<file path="config.mk">
export PLATFORM = sky130hd
export DESIGN_NAME = cascaded_timer
export DESIGN_NICKNAME = d
export VERILOG_FILES = /design/src/rtl/cascade_timer_pkg.sv /design/src/rtl/edge_pulse.sv /design/src/rtl/cascaded_timer.sv
export VERILOG_INCLUDE_DIRS = /design/src /design/src/rtl
export SDC_FILE = /design/constraint.sdc
export NUM_CORES = 1
export LEC_CHECK = 0
export ABC_AREA = 1
export BUFFER_PORTS_ARGS = -buffer_cell sky130_fd_sc_hd__buf_4
export CAP_MARGIN = 25
export CELL_PAD_IN_SITES_DETAIL_PLACEMENT = 1
export CELL_PAD_IN_SITES_GLOBAL_PLACEMENT = 1
export CORE_MARGIN = 2
export CORE_UTILIZATION = 39
export DETAILED_ROUTE_END_ITERATION = 10
export PLACE_DENSITY_LB_ADDON = 0.1
export SLEW_MARGIN = 40
export SYNTH_ARGS = -nofsm -noshare
export SYNTH_HDL_FRONTEND = slang
export SYNTH_SLANG_ARGS = --single-unit
export TNS_END_PERCENT = 100
</file>
<file path="constraint.sdc">
create_clock -name clk_i -period 2 [get_ports clk_i]
set_clock_uncertainty 0.1 [all_clocks]
set_input_delay 0.2 -clock clk_i [delete_from_list [all_inputs] [get_ports clk_i]]
set_output_delay 0.2 -clock clk_i [all_outputs]
set_load 0.02 [all_outputs]
</file>
<file path="src/rtl/cascade_timer_params.svh">
// constants for the cascaded 16-bit timer with clock-source selection
`ifndef CASCADE_TIMER_PARAMS_SVH
`define CASCADE_TIMER_PARAMS_SVH

// ----------------------------------------------------------------------------
// register map
// ----------------------------------------------------------------------------
`define ADDR_CLK_SELECT 16'hffb6
`define ADDR_CTRL_STATUS 16'hffb7
`define ADDR_CNT_UPPER 16'hffb8
`define ADDR_CNT_LOWER 16'hffb9
`define ADDR_CMP_UPPER 16'hffba
`define ADDR_CMP_LOWER 16'hffbb
`define ADDR_IRQ_STATUS 16'hffbc
`define ADDR_IRQ_MASK 16'hffbd

// ----------------------------------------------------------------------------
// reset values and field codes
// ----------------------------------------------------------------------------
`define RST_BYTE 8'h00
`define RST_CMP 16'hffff
`define BYTE_ALL_ONES 8'hff
`define BYTE_ONE 8'h01
`define SEL_FORBIDDEN 3'h3
`define SEL_DIV32 3'h4
`define SEL_DIV16 3'h5
`define SEL_DIV4 3'h6
`define SEL_SUB4 3'h7
`define SEL_INTERNAL_BIT 2
`define STAT_LOWER_OVF 0
`define STAT_UPPER_OVF 1
`define SUB_DIV_LAST 2'h3
`define PRESCALE_MIN_W 5

`endif

</file>
<file path="src/rtl/cascade_timer_pkg.sv">
// types shared by the cascaded timer
package cascade_timer_pkg;

  // layout of the clock-select control register
  typedef struct packed {
    logic rsv7;
    logic [2:0] upper_sel;
    logic rsv3;
    logic [2:0] lower_sel;
  } clk_select_t;

  // one-cycle enable pulses from the internal rate sources
  typedef struct packed {
    logic div32;
    logic div16;
    logic div4;
    logic sub4;
  } tick_t;

endpackage

</file>
<file path="src/rtl/edge_pulse.sv">
// rising-edge detector with optional two-stage synchronizer
`timescale 1ns/1ps
`default_nettype none
module edge_pulse #(
  parameter bit SYNC = 1'b0
) (
  // clock and reset
  input wire logic clk_i,
  input wire logic rstn_i,
  // level in, pulse out
  input wire logic level_i,
  output logic pulse_o
);

  logic meta;
  logic stable;
  logic prev;
  logic next_meta;
  logic next_stable;
  logic next_prev;

  // first stage feeds only the second; edge detect looks at the settled copy
  always_comb
  begin
    next_meta = SYNC ? level_i : 1'b0;
    next_stable = SYNC ? meta : level_i;
    next_prev = stable;
    pulse_o = stable & ~prev;
  end

  always_ff @(posedge clk_i or negedge rstn_i)
  begin
    if (!rstn_i)
    begin
      meta <= 1'b0;
      stable <= 1'b0;
      prev <= 1'b0;
    end
    else
    begin
      meta <= next_meta;
      stable <= next_stable;
      prev <= next_prev;
    end
  end

endmodule // edge_pulse
`default_nettype wire

</file>
<file path="src/rtl/cascaded_timer.sv">
// cascaded 16-bit up-counter with per-half clock-source selection
//
// Strobed register access was chosen for this implementation.
`timescale 1ns/1ps
`default_nettype none
`include "cascade_timer_params.svh"
module cascaded_timer #(
  parameter int PRESCALE_W = 5
) (
  // clock and reset
  input wire logic clk_i,
  input wire logic rstn_i,
  // register port
  input wire logic [15:0] addr_i,
  input wire logic [7:0] wdata_i,
  input wire logic wr_i,
  input wire logic rd_i,
  output logic [7:0] rdata_o,
  // count sources and power state
  input wire logic ext_event_i,
  input wire logic subclk_i,
  input wire logic low_power_i,
  // results
  output logic [15:0] count_o,
  output logic irq_o
);

  // --------------------------------------------------------------------------
  // elaboration check
  // --------------------------------------------------------------------------
  // the /32 tap needs at least five prescaler bits
  generate
    if (PRESCALE_W < `PRESCALE_MIN_W)
    begin : g_bad_width
      $error("cascaded_timer: PRESCALE_W too small");
    end
  endgenerate

  // --------------------------------------------------------------------------
  // state
  // --------------------------------------------------------------------------
  cascade_timer_pkg::clk_select_t clk_sel;
  cascade_timer_pkg::clk_select_t next_clk_sel;
  cascade_timer_pkg::tick_t tick;
  logic [7:0] ctrl_status, next_ctrl_status;
  logic [7:0] cnt_hi, next_cnt_hi;
  logic [7:0] cnt_lo, next_cnt_lo;
  logic [15:0] cmp, next_cmp;
  logic [7:0] irq_stat, next_irq_stat;
  logic [7:0] irq_mask, next_irq_mask;
  logic [7:0] next_rdata;
  logic next_irq;
  logic [PRESCALE_W-1:0] prescale, next_prescale;
  logic [1:0] sub_div, next_sub_div;
  logic ext_pulse;
  logic sub_edge;
  logic tick_lo, tick_hi, ovf_lo, ovf_hi;
  logic wr_lo, wr_hi, rd_stat;

  // --------------------------------------------------------------------------
  // source conditioning
  // --------------------------------------------------------------------------
  // the event pin is already synchronous, so only an edge detector is needed
  edge_pulse #(.SYNC(1'b0)) u_ext_edge (
    .clk_i(clk_i),
    .rstn_i(rstn_i),
    .level_i(ext_event_i),
    .pulse_o(ext_pulse)
  );

  // subclock is asynchronous to clk_i; costs up to one clk period of jitter
  edge_pulse #(.SYNC(1'b1)) u_sub_edge (
    .clk_i(clk_i),
    .rstn_i(rstn_i),
    .level_i(subclk_i),
    .pulse_o(sub_edge)
  );

  // free-running prescaler and subclock divider give one-cycle enables
  always_comb
  begin
    next_prescale = prescale + {{(PRESCALE_W-1){1'b0}}, 1'b1};
    next_sub_div = sub_edge ? sub_div + 2'h1 : sub_div;
    tick.div32 = &prescale[4:0];
    tick.div16 = &prescale[3:0];
    tick.div4 = &prescale[1:0];
    tick.sub4 = sub_edge && (sub_div == `SUB_DIV_LAST);
  end

  // map a select code to its enable; forbidden code counts nothing
  function automatic logic pick(input logic [2:0] sel,
                                input cascade_timer_pkg::tick_t t,
                                input logic alt,
                                input logic low_pwr);
    logic r;
    r = 1'b0;
    unique case (sel)
      `SEL_DIV32: r = t.div32 & ~low_pwr;
      `SEL_DIV16: r = t.div16 & ~low_pwr;
      `SEL_DIV4: r = t.div4 & ~low_pwr;
      `SEL_SUB4: r = t.sub4;
      `SEL_FORBIDDEN: r = 1'b0;
      default: r = alt;
    endcase
    return r;
  endfunction

  // --------------------------------------------------------------------------
  // counter
  // --------------------------------------------------------------------------
  // a write to a half takes precedence and suppresses its overflow
  always_comb
  begin
    wr_lo = wr_i && (addr_i == `ADDR_CNT_LOWER);
    wr_hi = wr_i && (addr_i == `ADDR_CNT_UPPER);
    tick_lo = pick(clk_sel.lower_sel, tick, ext_pulse, low_power_i);
    ovf_lo = tick_lo && (cnt_lo == `BYTE_ALL_ONES) && !wr_lo;
    tick_hi = pick(clk_sel.upper_sel, tick, ovf_lo, low_power_i);
    ovf_hi = tick_hi && (cnt_hi == `BYTE_ALL_ONES) && !wr_hi;
    next_cnt_lo = cnt_lo;
    next_cnt_hi = cnt_hi;
    if (wr_lo)
      next_cnt_lo = wdata_i;
    else if (tick_lo)
      next_cnt_lo = cnt_lo + `BYTE_ONE;
    if (wr_hi)
      next_cnt_hi = wdata_i;
    else if (tick_hi)
      next_cnt_hi = cnt_hi + `BYTE_ONE;
  end

  // --------------------------------------------------------------------------
  // registers and read port
  // --------------------------------------------------------------------------
  // reads of the interrupt status clear it, but a same-cycle event still lands
  always_comb
  begin
    next_clk_sel = clk_sel;
    next_ctrl_status = ctrl_status;
    next_cmp = cmp;
    next_irq_mask = irq_mask;
    rd_stat = rd_i && (addr_i == `ADDR_IRQ_STATUS);
    if (wr_i)
    begin
      unique case (addr_i)
        `ADDR_CLK_SELECT: next_clk_sel = wdata_i;
        `ADDR_CTRL_STATUS: next_ctrl_status = wdata_i;
        `ADDR_CMP_UPPER: next_cmp[15:8] = wdata_i;
        `ADDR_CMP_LOWER: next_cmp[7:0] = wdata_i;
        `ADDR_IRQ_MASK: next_irq_mask = wdata_i;
        default: next_cmp = cmp;
      endcase
    end
    next_irq_stat = rd_stat ? `RST_BYTE : irq_stat;
    next_irq_stat[`STAT_LOWER_OVF] = next_irq_stat[`STAT_LOWER_OVF] | ovf_lo;
    next_irq_stat[`STAT_UPPER_OVF] = next_irq_stat[`STAT_UPPER_OVF] | ovf_hi;
    next_irq = |(next_irq_stat & next_irq_mask);
    next_rdata = `RST_BYTE;
    if (rd_i)
    begin
      unique case (addr_i)
        `ADDR_CLK_SELECT: next_rdata = clk_sel;
        `ADDR_CTRL_STATUS: next_rdata = ctrl_status;
        `ADDR_CNT_UPPER: next_rdata = cnt_hi;
        `ADDR_CNT_LOWER: next_rdata = cnt_lo;
        `ADDR_CMP_UPPER: next_rdata = cmp[15:8];
        `ADDR_CMP_LOWER: next_rdata = cmp[7:0];
        `ADDR_IRQ_STATUS: next_rdata = irq_stat;
        `ADDR_IRQ_MASK: next_rdata = irq_mask;
        default: next_rdata = `RST_BYTE; // unmapped reads return zero
      endcase
    end
  end

  // all state except the edge detectors' registered here; reset values are constants only
  always_ff @(posedge clk_i or negedge rstn_i)
  begin
    if (!rstn_i)
    begin
      clk_sel <= `RST_BYTE;
      ctrl_status <= `RST_BYTE;
      cnt_hi <= `RST_BYTE;
      cnt_lo <= `RST_BYTE;
      cmp <= `RST_CMP;
      irq_stat <= `RST_BYTE;
      irq_mask <= `RST_BYTE;
      rdata_o <= `RST_BYTE;
      irq_o <= 1'b0;
      count_o <= {`RST_BYTE, `RST_BYTE};
      prescale <= '0;
      sub_div <= '0;
    end
    else
    begin
      clk_sel <= next_clk_sel;
      ctrl_status <= next_ctrl_status;
      cnt_hi <= next_cnt_hi;
      cnt_lo <= next_cnt_lo;
      cmp <= next_cmp;
      irq_stat <= next_irq_stat;
      irq_mask <= next_irq_mask;
      rdata_o <= next_rdata;
      irq_o <= next_irq;
      count_o <= {next_cnt_hi, next_cnt_lo};
      prescale <= next_prescale;
      sub_div <= next_sub_div;
    end
  end

endmodule // cascaded_timer
`default_nettype wire

</file>
==> run_results.csv, run 1 <==
group,metric,value,unit
status,outcome,"complete, but fails checks",
status,violations,"setup timing",
finish,fillers,1319,
critical_path,cp_max_fo,7,
logic_synthesis,yosysSeqAreaShare,0.492,
grt,overflow,0,
power_and_ir_drop,powerDensity,649,nW/µm²
die,fp-row-count,38,
grt,grt_util_all_layers,0.252,
sta,worst_pin_slew,0.467,ns
finish,layout-drive-gt1-share,0.250,
die,die_x,110,µm
die,initial_core_util,0.401,
logic_synthesis,async_reset_ff_frac,1.00,
grt,antenna_found_initial,0,
logic_synthesis,mappedNetlistNets,580,
clock_network,clockRootBuffer,"clkbuf_8",
clock_network,cts_made_buffers,9,
die,coreArea,10900,µm²
grt,grt_util_met2,0.438,
drt,drcViolationCount,0,
power_and_ir_drop,pwr-share-comb,0.165,
logic_synthesis,synth-edff-count,0,
sta,finalMaxSlewViolations,0,
drt,num_vias,4065,
die,dieArea,12100,µm²
logic_synthesis,syn_area_per_cell,8.02,µm²
place,gp_congestion,0.863,
logic_synthesis,yosysWarnings,0,
grt,grt_max_degree,86,
critical_path,crit_path_start_kind,"register",
logic_synthesis,synth_cells,544,
drt,drt_iter0_drc,189,
clock_network,clk_path_buf_depth,2,
clock_network,clock_sinks,85,
finish,final_nets,682,
grt,grt_use_met1,0.308,
drt,wl,13.9,mm
finish,syn_to_final_growth,27.8,%
power_and_ir_drop,netSwitchingPower,0.00112,W
drt,ant_nets,0,
clock_network,cts_tree,"built",
grt,busiest_layer,"met2",
drt,wl_per_cell,17.6,µm
power_and_ir_drop,total_power,0.00362,W
power_and_ir_drop,power_switching_share,0.309,
sta,fin_ws,-0.0907,ns
clock_network,cts.clk_slew.worst_paths,0.10,ns
drt,drt-vias-per-instance,5.14,
die,io_pins,56,
run,maxCapViolCount,0,
sta,fin_crit_sh,1.05,
sta,rsz0062_at_grt,"true",
sta,setup_viol,10,
finish,final_common_cell,"nand2_1",
finish,layout_common_cells,"nand2_1, inv_1, buf_4",
grt,met3_usage,0.0373,
power_and_ir_drop,clkPwrFrac,0.316,
critical_path,crit_type,"register to register",
power_and_ir_drop,sequentialPowerShare,0.520,
clock_network,htreeDepth,3,
sta,slew_headroom,0.689,
critical_path,cp.required,2.22,ns
sta,hold_viol,0,
grt,grt_pass1_wl,22.5,mm
sta,finalCriticalPeriod,2.09,ns
place,dp_slack,-0.255,ns
grt,first_global_vias,4356,
power_and_ir_drop,power.static_leakage,2.53,nW
logic_synthesis,synthFlopType,"dfrtp_1",
logic_synthesis,ys_types,34,
worst_hold_path,hp-class,"primary input to register",
critical_path,crit_arrival,2.31,ns
power_and_ir_drop,ir_drop,0.341,mV
critical_path,cp-end-kind,"register",
logic_synthesis,syn-cell-area,4360,µm²
die,die_height,110,µm
drt,dr.pass1.iters,4,
place,dpl.hpwl,10.4,mm
place,port_buffers,55,
logic_synthesis,synth-seq-cells,85,
clock_network,clkLatencyLatePin,0.38,ns
sta,fmax,478,MHz
power_and_ir_drop,p_int,0.00250,W
finish,diodes,0,
[logic make-up (layout without fill, tap and decap cells)]
family | Yosys count | count (layout) | share of synthesized area
AOI/OAI and AO/OA | 96 | 96 | 0.126
xor gates and xnor gates | 8 | 8 | 0.0161
adders and majority gates | 5 | 5 | 0.0143
buffers and inverters | 103 | 210 | 0.0903
DFF | 85 | 85 | 0.492
muxes | 1 | 1 | 0.00258
and+or+nand+nor | 246 | 246 | 0.259
[path summary, 6_finish.rpt]
path                                                startpoint                        end  slack, ns  cells after the start
min in group asynchronous                               rstn_i  u_sub_edge.prev$_DFF_PN0_       0.28                      3
worst max register to register           prescale[1]$_DFF_PN0_      cnt_hi[3]$_DFFE_PN0P_      -0.09                     15
max in group asynchronous                               rstn_i         cmp[7]$_DFFE_PN1P_       1.12                      3
worst min register to register  u_ext_edge.next_prev$_DFF_PN0_  u_ext_edge.prev$_DFF_PN0_       0.29                      0
worst max-delay path                     prescale[1]$_DFF_PN0_      cnt_hi[3]$_DFFE_PN0P_      -0.09                     15
worst min-delay path                                      rd_i      irq_stat[3]$_DFF_PN0_       0.07                      4
[power groups by stage]
| stage | sequential, W | combinational (W) | clock (W) |
|---|---|---|---|
| 2_1_floorplan | 0.00196 | 0.000210 | 0 |
| 3_3_place_gp | 0.00191 | 0.000550 | 0 |
| 3_5_place_dp | 0.00191 | 0.000572 | 0 |
| 4_1_cts | 0.00188 | 0.000591 | 0.00117 |
| 5_1_grt | 0.00190 | 0.000664 | 0.00123 |
| 6_report | 0.00188 | 0.000596 | 0.00114 |
[Yosys cell counts, types with 5 or more instances]
master / number / area, µm²
a21oi_1: 16 / 80.1
clkbuf_1: 6 / 22.5
dfrtp_1: 69 / 1730
dfstp_2: 16 / 420
ha_1: 5 / 62.6
inv_1: 92 / 345
nand2_1: 118 / 443
nand3_1: 45 / 225
nand4_1: 8 / 50.1
nor2_1: 44 / 165
nor2_2: 5 / 31.3
nor3_1: 7 / 35.0
o21ai_0: 42 / 210
o221ai_1: 6 / 52.6
o22ai_1: 26 / 163
xor2_1: 7 / 61.3
[through the flow]
step	hold WS (ns)	util	setup TNS [ns]	area (µm²)	instances
finish	0.0724	0.512	-0.534	5580	791
global route	0.0776	0.512	-2.02	5580	791
CTS	0.0594	0.506	-0.776	5510	789
detailed placement	0.178	0.474	-3.08	5160	759
global placement	0.178	0.474	-0.647	5160	759
floorplan	-0.196	-	0	4360	544
[layer usage]
| layer | share of wire | wire length [µm] | vias to the layer above |
|---|---|---|---|
| li1 | - | - | 1972 |
| met1 | 0.44 | 6100 | 2013 |
| met2 | 0.51 | 7110 | 55 |
| met3 | 0.025 | 344 | 25 |
| met4 | 0.027 | 382 | 0 |
| met5 | 0 | 0 | - |
[layout make-up]
type | instances | area, µm² | area share
flip-flops and latches | 85 | 2150 | 0.385
clock buffers | 9 | 124 | 0.0222
well taps | 140 | 175 | 0.0314
repair buffers | 98 | 801 | 0.144
clock inverters | 7 | 52.6 | 0.00942
multi-input cells | 356 | 1920 | 0.344
inverters | 96 | 360 | 0.0646
[worst max-delay path, stage by stage, from the launching register on]
cell and delay [ns]:
dfrtp_1 0.37, ha_2 0.20, nand2_2 0.07, nor2_4 0.12
ha_2 0.18, inv_2 0.04, nor2_4 0.09, a21oi_2 0.06
nand3_2 0.08, nand2_4 0.08, nor2_4 0.11, nand2_2 0.07
nand2_4 0.13, buf_12 0.14, nand4_1 0.09, nand3_2 0.09
[flip-flops by register name (all words and copies together), names as in the netlist]
| name | flops |
|---|---|
| cmp | 16 |
| irq_stat | 8 |
| prescale | 5 |
| count_o | 1 |
| u_sub_edge.next_prev | 1 |
| u_ext_edge.prev | 1 |
| ctrl_status | 8 |
| u_sub_edge.prev | 1 |
| sub_div | 2 |
| u_ext_edge.next_prev | 1 |
| clk_sel | 8 |
| irq_mask | 8 |
| u_sub_edge.meta | 1 |
| rdata_o | 8 |
| cnt_lo | 7 |
| cnt_hi | 8 |
| irq_o | 1 |
[repair_timing]
item	4_1_cts	5_1_grt
pin swaps	8	9
endpoints found under the setup margin	18	19
buffers inserted	3	3
hold endpoints to repair	79	0
hold buffers	11	0
resized for setup	14	14
Note: power is estimated with default switching activity, not from simulation.
==> run 2: changes to the inputs <==
--- a/config.mk
+++ b/config.mk
@@ -7,12 +7,13 @@
 export NUM_CORES = 1
 export LEC_CHECK = 0
 export ABC_AREA = 1
+export ABC_CLOCK_PERIOD_IN_PS = 2700
 export BUFFER_PORTS_ARGS = -buffer_cell sky130_fd_sc_hd__buf_4
-export CAP_MARGIN = 25
+export CAP_MARGIN = 10
 export CELL_PAD_IN_SITES_DETAIL_PLACEMENT = 1
 export CELL_PAD_IN_SITES_GLOBAL_PLACEMENT = 1
 export CORE_MARGIN = 2
-export CORE_UTILIZATION = 39
+export CORE_UTILIZATION = 45
 export DETAILED_ROUTE_END_ITERATION = 10
 export PLACE_DENSITY_LB_ADDON = 0.1
 export SLEW_MARGIN = 40
==> constraint.sdc (replaced) <==
create_clock -name clk_i -period 2.7 [get_ports clk_i]
set_clock_uncertainty 0.1 [all_clocks]
set_input_delay 0.27 -clock clk_i [delete_from_list [all_inputs] [get_ports clk_i]]
set_output_delay 0.27 -clock clk_i [all_outputs]
set_load 0.02 [all_outputs]
==> run 2 against run 1 <==
Net effect:
- the run now ends clean
- utilization up 4.2 points
- combinational power shrank 31%
- hold slack lost 0.051 ns
- routed wire length is 3.9% lower
- critical path depth is 2 lower
- largest cell class unchanged
- largest power group unchanged
==> run_results.csv, run 2 (synthesis results as in run 1) <==
group,metric,value,unit
status,outcome,"finished clean",
critical_path,cp_max_fo,10,
die,coreArea,9330,µm²
grt,grt_util_all_layers,0.279,
sta,setup_tns,0,ns
clock_network,clk_path_buf_depth,2,
grt,overflow,0,
grt,first_global_vias,4331,
grt,grt_max_degree,45,
worst_hold_path,worstHoldStart,"wdata_i[0]",
finish,top_register,"cmp",
finish,final_util,0.555,
critical_path,cp-end-kind,"register",
clock_network,cts_setup_buffers,0,
critical_path,cp_num_cells,13,
critical_path,r2r_slack,0.28,ns
finish,fillers,1187,
power_and_ir_drop,ir_drop,0.260,mV
clock_network,clock_sinks,85,
grt,grt_pass1_wl,22.2,mm
critical_path,worstPathCellList,"ha_1 > nand2_1 > nor2_1 > ha_1 > inv_1 > nor2_1 > nor2_1 > a211oi_1 > o21ai_0 > nand2_4 > nor2_8 > nand2_1 > nand3_1",
die,die_height,102,µm
critical_path,crit_type,"register to register",
clock_network,cts_tree,"built",
finish,final_nets,645,
clock_network,cts_hold_buf,3,
sta,finalCriticalPeriod,2.42,ns
die,io_pins,56,
clock_network,htreeDepth,3,
sta,worst_pin_slew,0.610,ns
place,dpl.hpwl,10.1,mm
drt,wl_per_cell,18.0,µm
sta,finalMaxSlewViolations,0,
critical_path,crit_family,"simple AND/OR/NAND/NOR gates",
critical_path,startpoint,"prescale[0]$_DFF_PN0_",
clock_network,clockRootBuffer,"clkbuf_8",
place,gp_congestion,0.936,
critical_path,timing.rr.start,"prescale[0]$_DFF_PN0_",
drt,dr.pass1.iters,5,
sta,setup_viol,0,
sta,rsz0062_at_grt,"false",
sta,slew_headroom,0.593,
clock_network,cts_made_buffers,9,
sta,fin_crit_sh,0.895,
run,maxCapViolCount,0,
die,initial_core_util,0.468,
place,dp_slack,0.255,ns
place,place_area,4940,µm²
die,dieArea,10500,µm²
critical_path,crit_buf_inv,1,
clock_network,cts.clk_slew.worst_paths,0.10,ns
critical_path,crit_arrival,2.63,ns
finish,layout-drive-gt1-share,0.182,
finish,diodes,0,
die,die_x,102,µm
finish,layout_common_cells,"nand2_1, inv_1, dfrtp_1",
critical_path,r2r_end,"cnt_hi[2]$_DFFE_PN0P_",
die,fp-row-count,35,
drt,ant_nets,0,
place,port_buffers,55,
worst_hold_path,hold_path_end,"cnt_hi[0]$_DFFE_PN0P_",
clock_network,clkLatencyLatePin,0.37,ns
drt,drt_iter0_drc,137,
drt,drt-vias-per-instance,5.37,
power_and_ir_drop,power.static_leakage,2.35,nW
finish,fin_area,5170,µm²
drt,num_vias,3992,
critical_path,crit_path_start_kind,"register",
sta,hold_viol,0,
grt,antenna_found_initial,0,
critical_path,crit_top_cell,"nor2_1",
power_and_ir_drop,powerDensity,533,nW/µm²
sta,fmax,414,MHz
critical_path,cp.required,2.91,ns
clock_network,post_cts_resized,0,
drt,wl,13.4,mm
critical_path,reg2reg_depth,13,
critical_path,critPathSlowestCell,"o21ai_0",
finish,syn_to_final_growth,18.5,%
worst_hold_path,hp-class,"primary input to register",
drt,drcViolationCount,0,
finish,final_common_cell,"nand2_1",
worst_hold_path,holdPathStages,3,
finish,largest_register_ffs,16,
critical_path,slowest_delay,0.48,ns
sta,fin_ws,0.283,ns
-- run 2: cell count changes in the layout (fill, tap and decap cells not counted), moves of 3 or more --
cell           previous run  this run
buf_4                    84        57
dlygate4sd3_1            11         3
nand3_1                  39        45
nand3_2                   7         1
nand2_1                 113       118
nand2_2                   8         4
inv_6                     0         3
nor2_1                   41        44
nor2_4                    5         2
-- run 2: layout make-up --
type | count | area, µm² | area share
flip-flops and latches | 85 | 2150 | 0.415
multi-input cells | 356 | 1820 | 0.352
repair buffers | 61 | 478 | 0.0924
inverters | 96 | 360 | 0.0696
well taps | 129 | 161 | 0.0312
clock buffers | 9 | 124 | 0.0239
clock inverters | 7 | 80.1 | 0.0155
-- run 2: worst max-delay path by stage --
| stage | slack (ns) | to |
|---|---|---|
| after floorplan | 0.75 | cnt_hi[2]$_DFFE_PN0P_ |
| after global placement | 0.36 | irq_o$_DFF_PN0_ |
| after detailed placement | 0.25 | cnt_hi[2]$_DFFE_PN0P_ |
| after CTS | 0.24 | cnt_hi[2]$_DFFE_PN0P_ |
| after global routing | 0.001 | irq_o$_DFF_PN0_ |
| final | 0.28 | cnt_hi[2]$_DFFE_PN0P_ |
-- run 2: metrics by stage --
step / hold WS (ns) / power, W / std cells
after CTS: 0.0154 / 0.00278 / 743
after floorplan: -0.126 / 0.00161 / 544
after global routing: 0.0277 / 0.00287 / 743
after detailed placement: 0.192 / 0.00182 / 724
final: 0.0217 / 0.00276 / 743
after global placement: 0.187 / 0.00181 / 724
-- run 2: routing by layer --
metal	vias up	routed length, µm	global-route usage
met1	1974	5560	0.334
li1	1895	-	-
met5	-	0	0
met2	96	6820	0.495
met4	0	357	0.0964
met3	27	653	0.0629
-- run 2: worst register-to-register path, stage by stage (launching register included) --
cell and delay [ns]:
dfrtp_1 0.41, ha_1 0.24, nand2_1 0.09, nor2_1 0.07
ha_1 0.18, inv_1 0.05, nor2_1 0.05, nor2_1 0.10
a211oi_1 0.06, o21ai_0 0.48, nand2_4 0.21, nor2_8 0.18
nand2_1 0.07, nand3_1 0.08
-- run 2: power by group --
part           total [W]  switching, W  internal [W]
registers        0.00139     0.0000585       0.00133
logic           0.000410      0.000252      0.000157
clock network   0.000956      0.000516      0.000439
==> run 3: changes to the inputs <==
--- a/config.mk
+++ b/config.mk
@@ -13,11 +13,12 @@
 export CELL_PAD_IN_SITES_DETAIL_PLACEMENT = 1
 export CELL_PAD_IN_SITES_GLOBAL_PLACEMENT = 1
 export CORE_MARGIN = 2
-export CORE_UTILIZATION = 45
+export CORE_UTILIZATION = 46
 export DETAILED_ROUTE_END_ITERATION = 10
 export PLACE_DENSITY_LB_ADDON = 0.1
 export SLEW_MARGIN = 40
 export SYNTH_ARGS = -nofsm -noshare
 export SYNTH_HDL_FRONTEND = slang
+export SYNTH_HIERARCHICAL = 1
 export SYNTH_SLANG_ARGS = --single-unit
 export TNS_END_PERCENT = 100
==> run 3 against run 2 <==
Net effect:
- critical path depth rose by 2
- global-route usage down 0.20 points
- total power increased by 2.8%
- routed wire length increased by 1.1%
- setup slack better by 0.15 ns
- utilization is 0.86 points higher
- sequential cell count is the same
- highest routed layer unchanged
==> run_results.csv, run 3 <==
group,metric,value,unit
logic_synthesis,mappedNetlistNets,600,
logic_synthesis,synthTopCellsByArea,"dfrtp_1, nand2_1, dfstp_2",
logic_synthesis,synth_cells,564,
clock_network,htreeDepth,3,
logic_synthesis,synthFlopType,"dfrtp_1",
finish,top_register,"cmp",
clock_network,cts_hold_buf,3,
die,die_height,102,µm
logic_synthesis,async_reset_ff_frac,1.00,
drt,drt-vias-per-instance,5.32,
worst_hold_path,holdPathStages,3,
logic_synthesis,yosysWarnings,6,
logic_synthesis,synth-seq-cells,85,
critical_path,critPathSlowestCell,"dfrtp_1",
logic_synthesis,synth_top_area_frac,0.388,
drt,wl_per_cell,17.8,µm
critical_path,cp_max_fo,10,
power_and_ir_drop,powerDensity,540,nW/µm²
die,fp-row-count,35,
power_and_ir_drop,ir_drop,0.303,mV
grt,met3_usage,0.0458,
logic_synthesis,yosysSeqAreaShare,0.483,
clock_network,cts_setup_buffers,0,
drt,ant_nets,0,
place,port_buffers,55,
sta,fin_crit_sh,0.841,
place,dpl.hpwl,9.96,mm
clock_network,clk_path_buf_depth,2,
sta,finalCriticalPeriod,2.27,ns
sta,setup_tns,0,ns
logic_synthesis,synth_xor_area_frac,0.0118,
worst_hold_path,hold_path_end,"cnt_hi[1]$_DFFE_PN0P_",
sta,fmax,441,MHz
status,outcome,"finished clean",
critical_path,timing.rr.start,"prescale[0]$_DFF_PN0_",
finish,final_util,0.563,
clock_network,cts_tree,"built",
logic_synthesis,synth_top_family_by_area,"simple AND/OR/NAND/NOR gates",
drt,dr.pass1.iters,4,
grt,first_global_vias,4117,
critical_path,slowest_delay,0.38,ns
place,placed_cells,741,
logic_synthesis,yosys-top-cells-count,"nand2_1, inv_1, dfrtp_1, nor2_1, o21ai_0",
drt,wl,13.5,mm
finish,final_common_cell,"nand2_1",
grt,busiest_layer,"met2",
logic_synthesis,synth_mux_area_frac,0.00253,
logic_synthesis,ys_types,35,
critical_path,r2r_end,"cnt_hi[3]$_DFFE_PN0P_",
finish,syn_to_final_growth,18.1,%
die,coreArea,9330,µm²
finish,largest_register_ffs,16,
die,io_pins,56,
critical_path,worstPathCellList,"ha_1 > nand2_2 > nor2_4 > ha_1 > inv_1 > nor2_1 > a21oi_1 > nand3_1 > nand2_2 > nor2_2 > nand2_4 > nand2_4 > nor2_4 > nand2_1 > nand3_1",
critical_path,crit_arrival,2.42,ns
sta,worst_pin_slew,0.688,ns
grt,grt_use_met1,0.402,
die,die_x,102,µm
clock_network,cts_made_buffers,9,
logic_synthesis,syn-cell-area,4450,µm²
place,gp_congestion,0.868,
run,maxCapViolCount,0,
critical_path,r2r_slack,0.43,ns
critical_path,cp-end-kind,"register",
logic_synthesis,synth-simple-area-share,0.304,
grt,grt_util_all_layers,0.277,
logic_synthesis,synth-edff-count,0,
logic_synthesis,yosysMostFrequentCell,"nand2_1",
critical_path,crit_type,"register to register",
grt,grt_max_degree,55,
clock_network,post_cts_resized,0,
power_and_ir_drop,power.static_leakage,2.52,nW
clock_network,clockRootBuffer,"clkbuf_8",
grt,overflow,0,
die,dieArea,10500,µm²
sta,hold_viol,0,
worst_hold_path,hp-class,"primary input to register",
critical_path,crit_path_start_kind,"register",
drt,drt_iter0_drc,175,
grt,antenna_found_initial,0,
logic_synthesis,syn_area_per_cell,7.88,µm²
sta,setup_viol,0,
finish,fillers,1169,
sta,slew_headroom,0.542,
finish,final_nets,662,
drt,num_vias,4046,
drt,drcViolationCount,0,
critical_path,reg2reg_depth,15,
finish,layout-drive-gt1-share,0.206,
die,initial_core_util,0.477,
critical_path,cp.required,2.85,ns
grt,grt_util_met2,0.424,
clock_network,clkLatencyLatePin,0.36,ns
grt,grt_pass1_wl,21.7,mm
sta,finalMaxSlewViolations,0,
clock_network,clock_sinks,85,
logic_synthesis,synth_top_area_cell,"dfrtp_1",
worst_hold_path,worstHoldStart,"wdata_i[1]",
logic_synthesis,synth_compound_area_frac,0.0926,
sta,rsz0062_at_grt,"false",
finish,diodes,0,
clock_network,cts.clk_slew.worst_paths,0.09,ns
finish,final_cell_count_no_fill,760,
logic_synthesis,yosys.area_share.adder,0.0141,
finish,layout_common_cells,"nand2_1, inv_1, dfrtp_1",
run 3: cell types whose count changed after synthesis, moves of 6 or more:
cell,delta
nand4_1,+6
nor3_1,+8
nand3_1,-11
nand2_1,+23
o22ai_1,-9
run 3: worst max path at each step:
stage,from,end,slack (ns),cells past startpoint
floorplan,prescale[0]$_DFF_PN0_,cnt_hi[2]$_DFFE_PN0P_,0.74,15
global placement,prescale[0]$_DFF_PN0_,cnt_hi[2]$_DFFE_PN0P_,0.57,15
global route,prescale[0]$_DFF_PN0_,cnt_hi[5]$_DFFE_PN0P_,0.21,15
CTS,prescale[0]$_DFF_PN0_,cnt_hi[5]$_DFFE_PN0P_,0.42,15
detailed placement,prescale[0]$_DFF_PN0_,cnt_hi[5]$_DFFE_PN0P_,0.45,15
finish,prescale[0]$_DFF_PN0_,cnt_hi[3]$_DFFE_PN0P_,0.43,15
run 3: worst max-delay path: cells and delay by family, from the launching register on:
kind            cells  cell delay, ns
flops               1            0.38
compound gates      1            0.09
buf+inv             1            0.04
simple gates       11            1.19
fa+ha+maj           2            0.36
run 3: power breakdown:
part / internal [W] / switching [W] / total, W
Clock: 0.000551 / 0.000487 / 0.00104
Combinational: 0.000150 / 0.000223 / 0.000374
Sequential: 0.00133 / 0.0000904 / 0.00142
Total: 0.00203 / 0.000801 / 0.00284
run 3: cell families (layout without fill, tap and decap cells):
kind of cell / after synthesis / in the layout
AOI/OAI and AO/OA: 74 / 74
xor gates and xnor gates: 6 / 6
adders and majority gates: 5 / 5
buffers and inverters: 106 / 173
DFF: 85 / 85
muxes: 1 / 1
and+or+nand+nor: 287 / 287
run 3: final cells by class:
type | instances | area [µm²] | area share
Sequential cell | 85 | 2150 | 0.409
Multi-Input combinational cell | 373 | 1890 | 0.360
Timing Repair Buffer | 59 | 463 | 0.0881
Inverter | 98 | 369 | 0.0703
Tap cell | 129 | 161 | 0.0307
Clock buffer | 11 | 141 | 0.0269
Clock inverter | 5 | 82.6 | 0.0157
run 3: layer usage:
layer | wire [µm] | up-vias
li1 | - | 1922
met1 | 6280 | 1976
met2 | 6130 | 125
met3 | 755 | 23
met4 | 368 | 0
met5 | 0 | -
run 3: metrics by stage:
| stage | area [µm²] | total power (W) | setup WS, ns | hold slack [ns] |
|---|---|---|---|---|
| finish | 5250 | 0.00284 | 0.430 | 0.0322 |
| floorplan | 4450 | 0.00161 | 0.741 | -0.126 |
| CTS | 5250 | 0.00285 | 0.425 | 0.0297 |
| detailed placement | 5000 | 0.00181 | 0.450 | 0.252 |
| global route | 5250 | 0.00295 | 0.211 | 0.0331 |
| global placement | 5000 | 0.00179 | 0.571 | 0.238 |
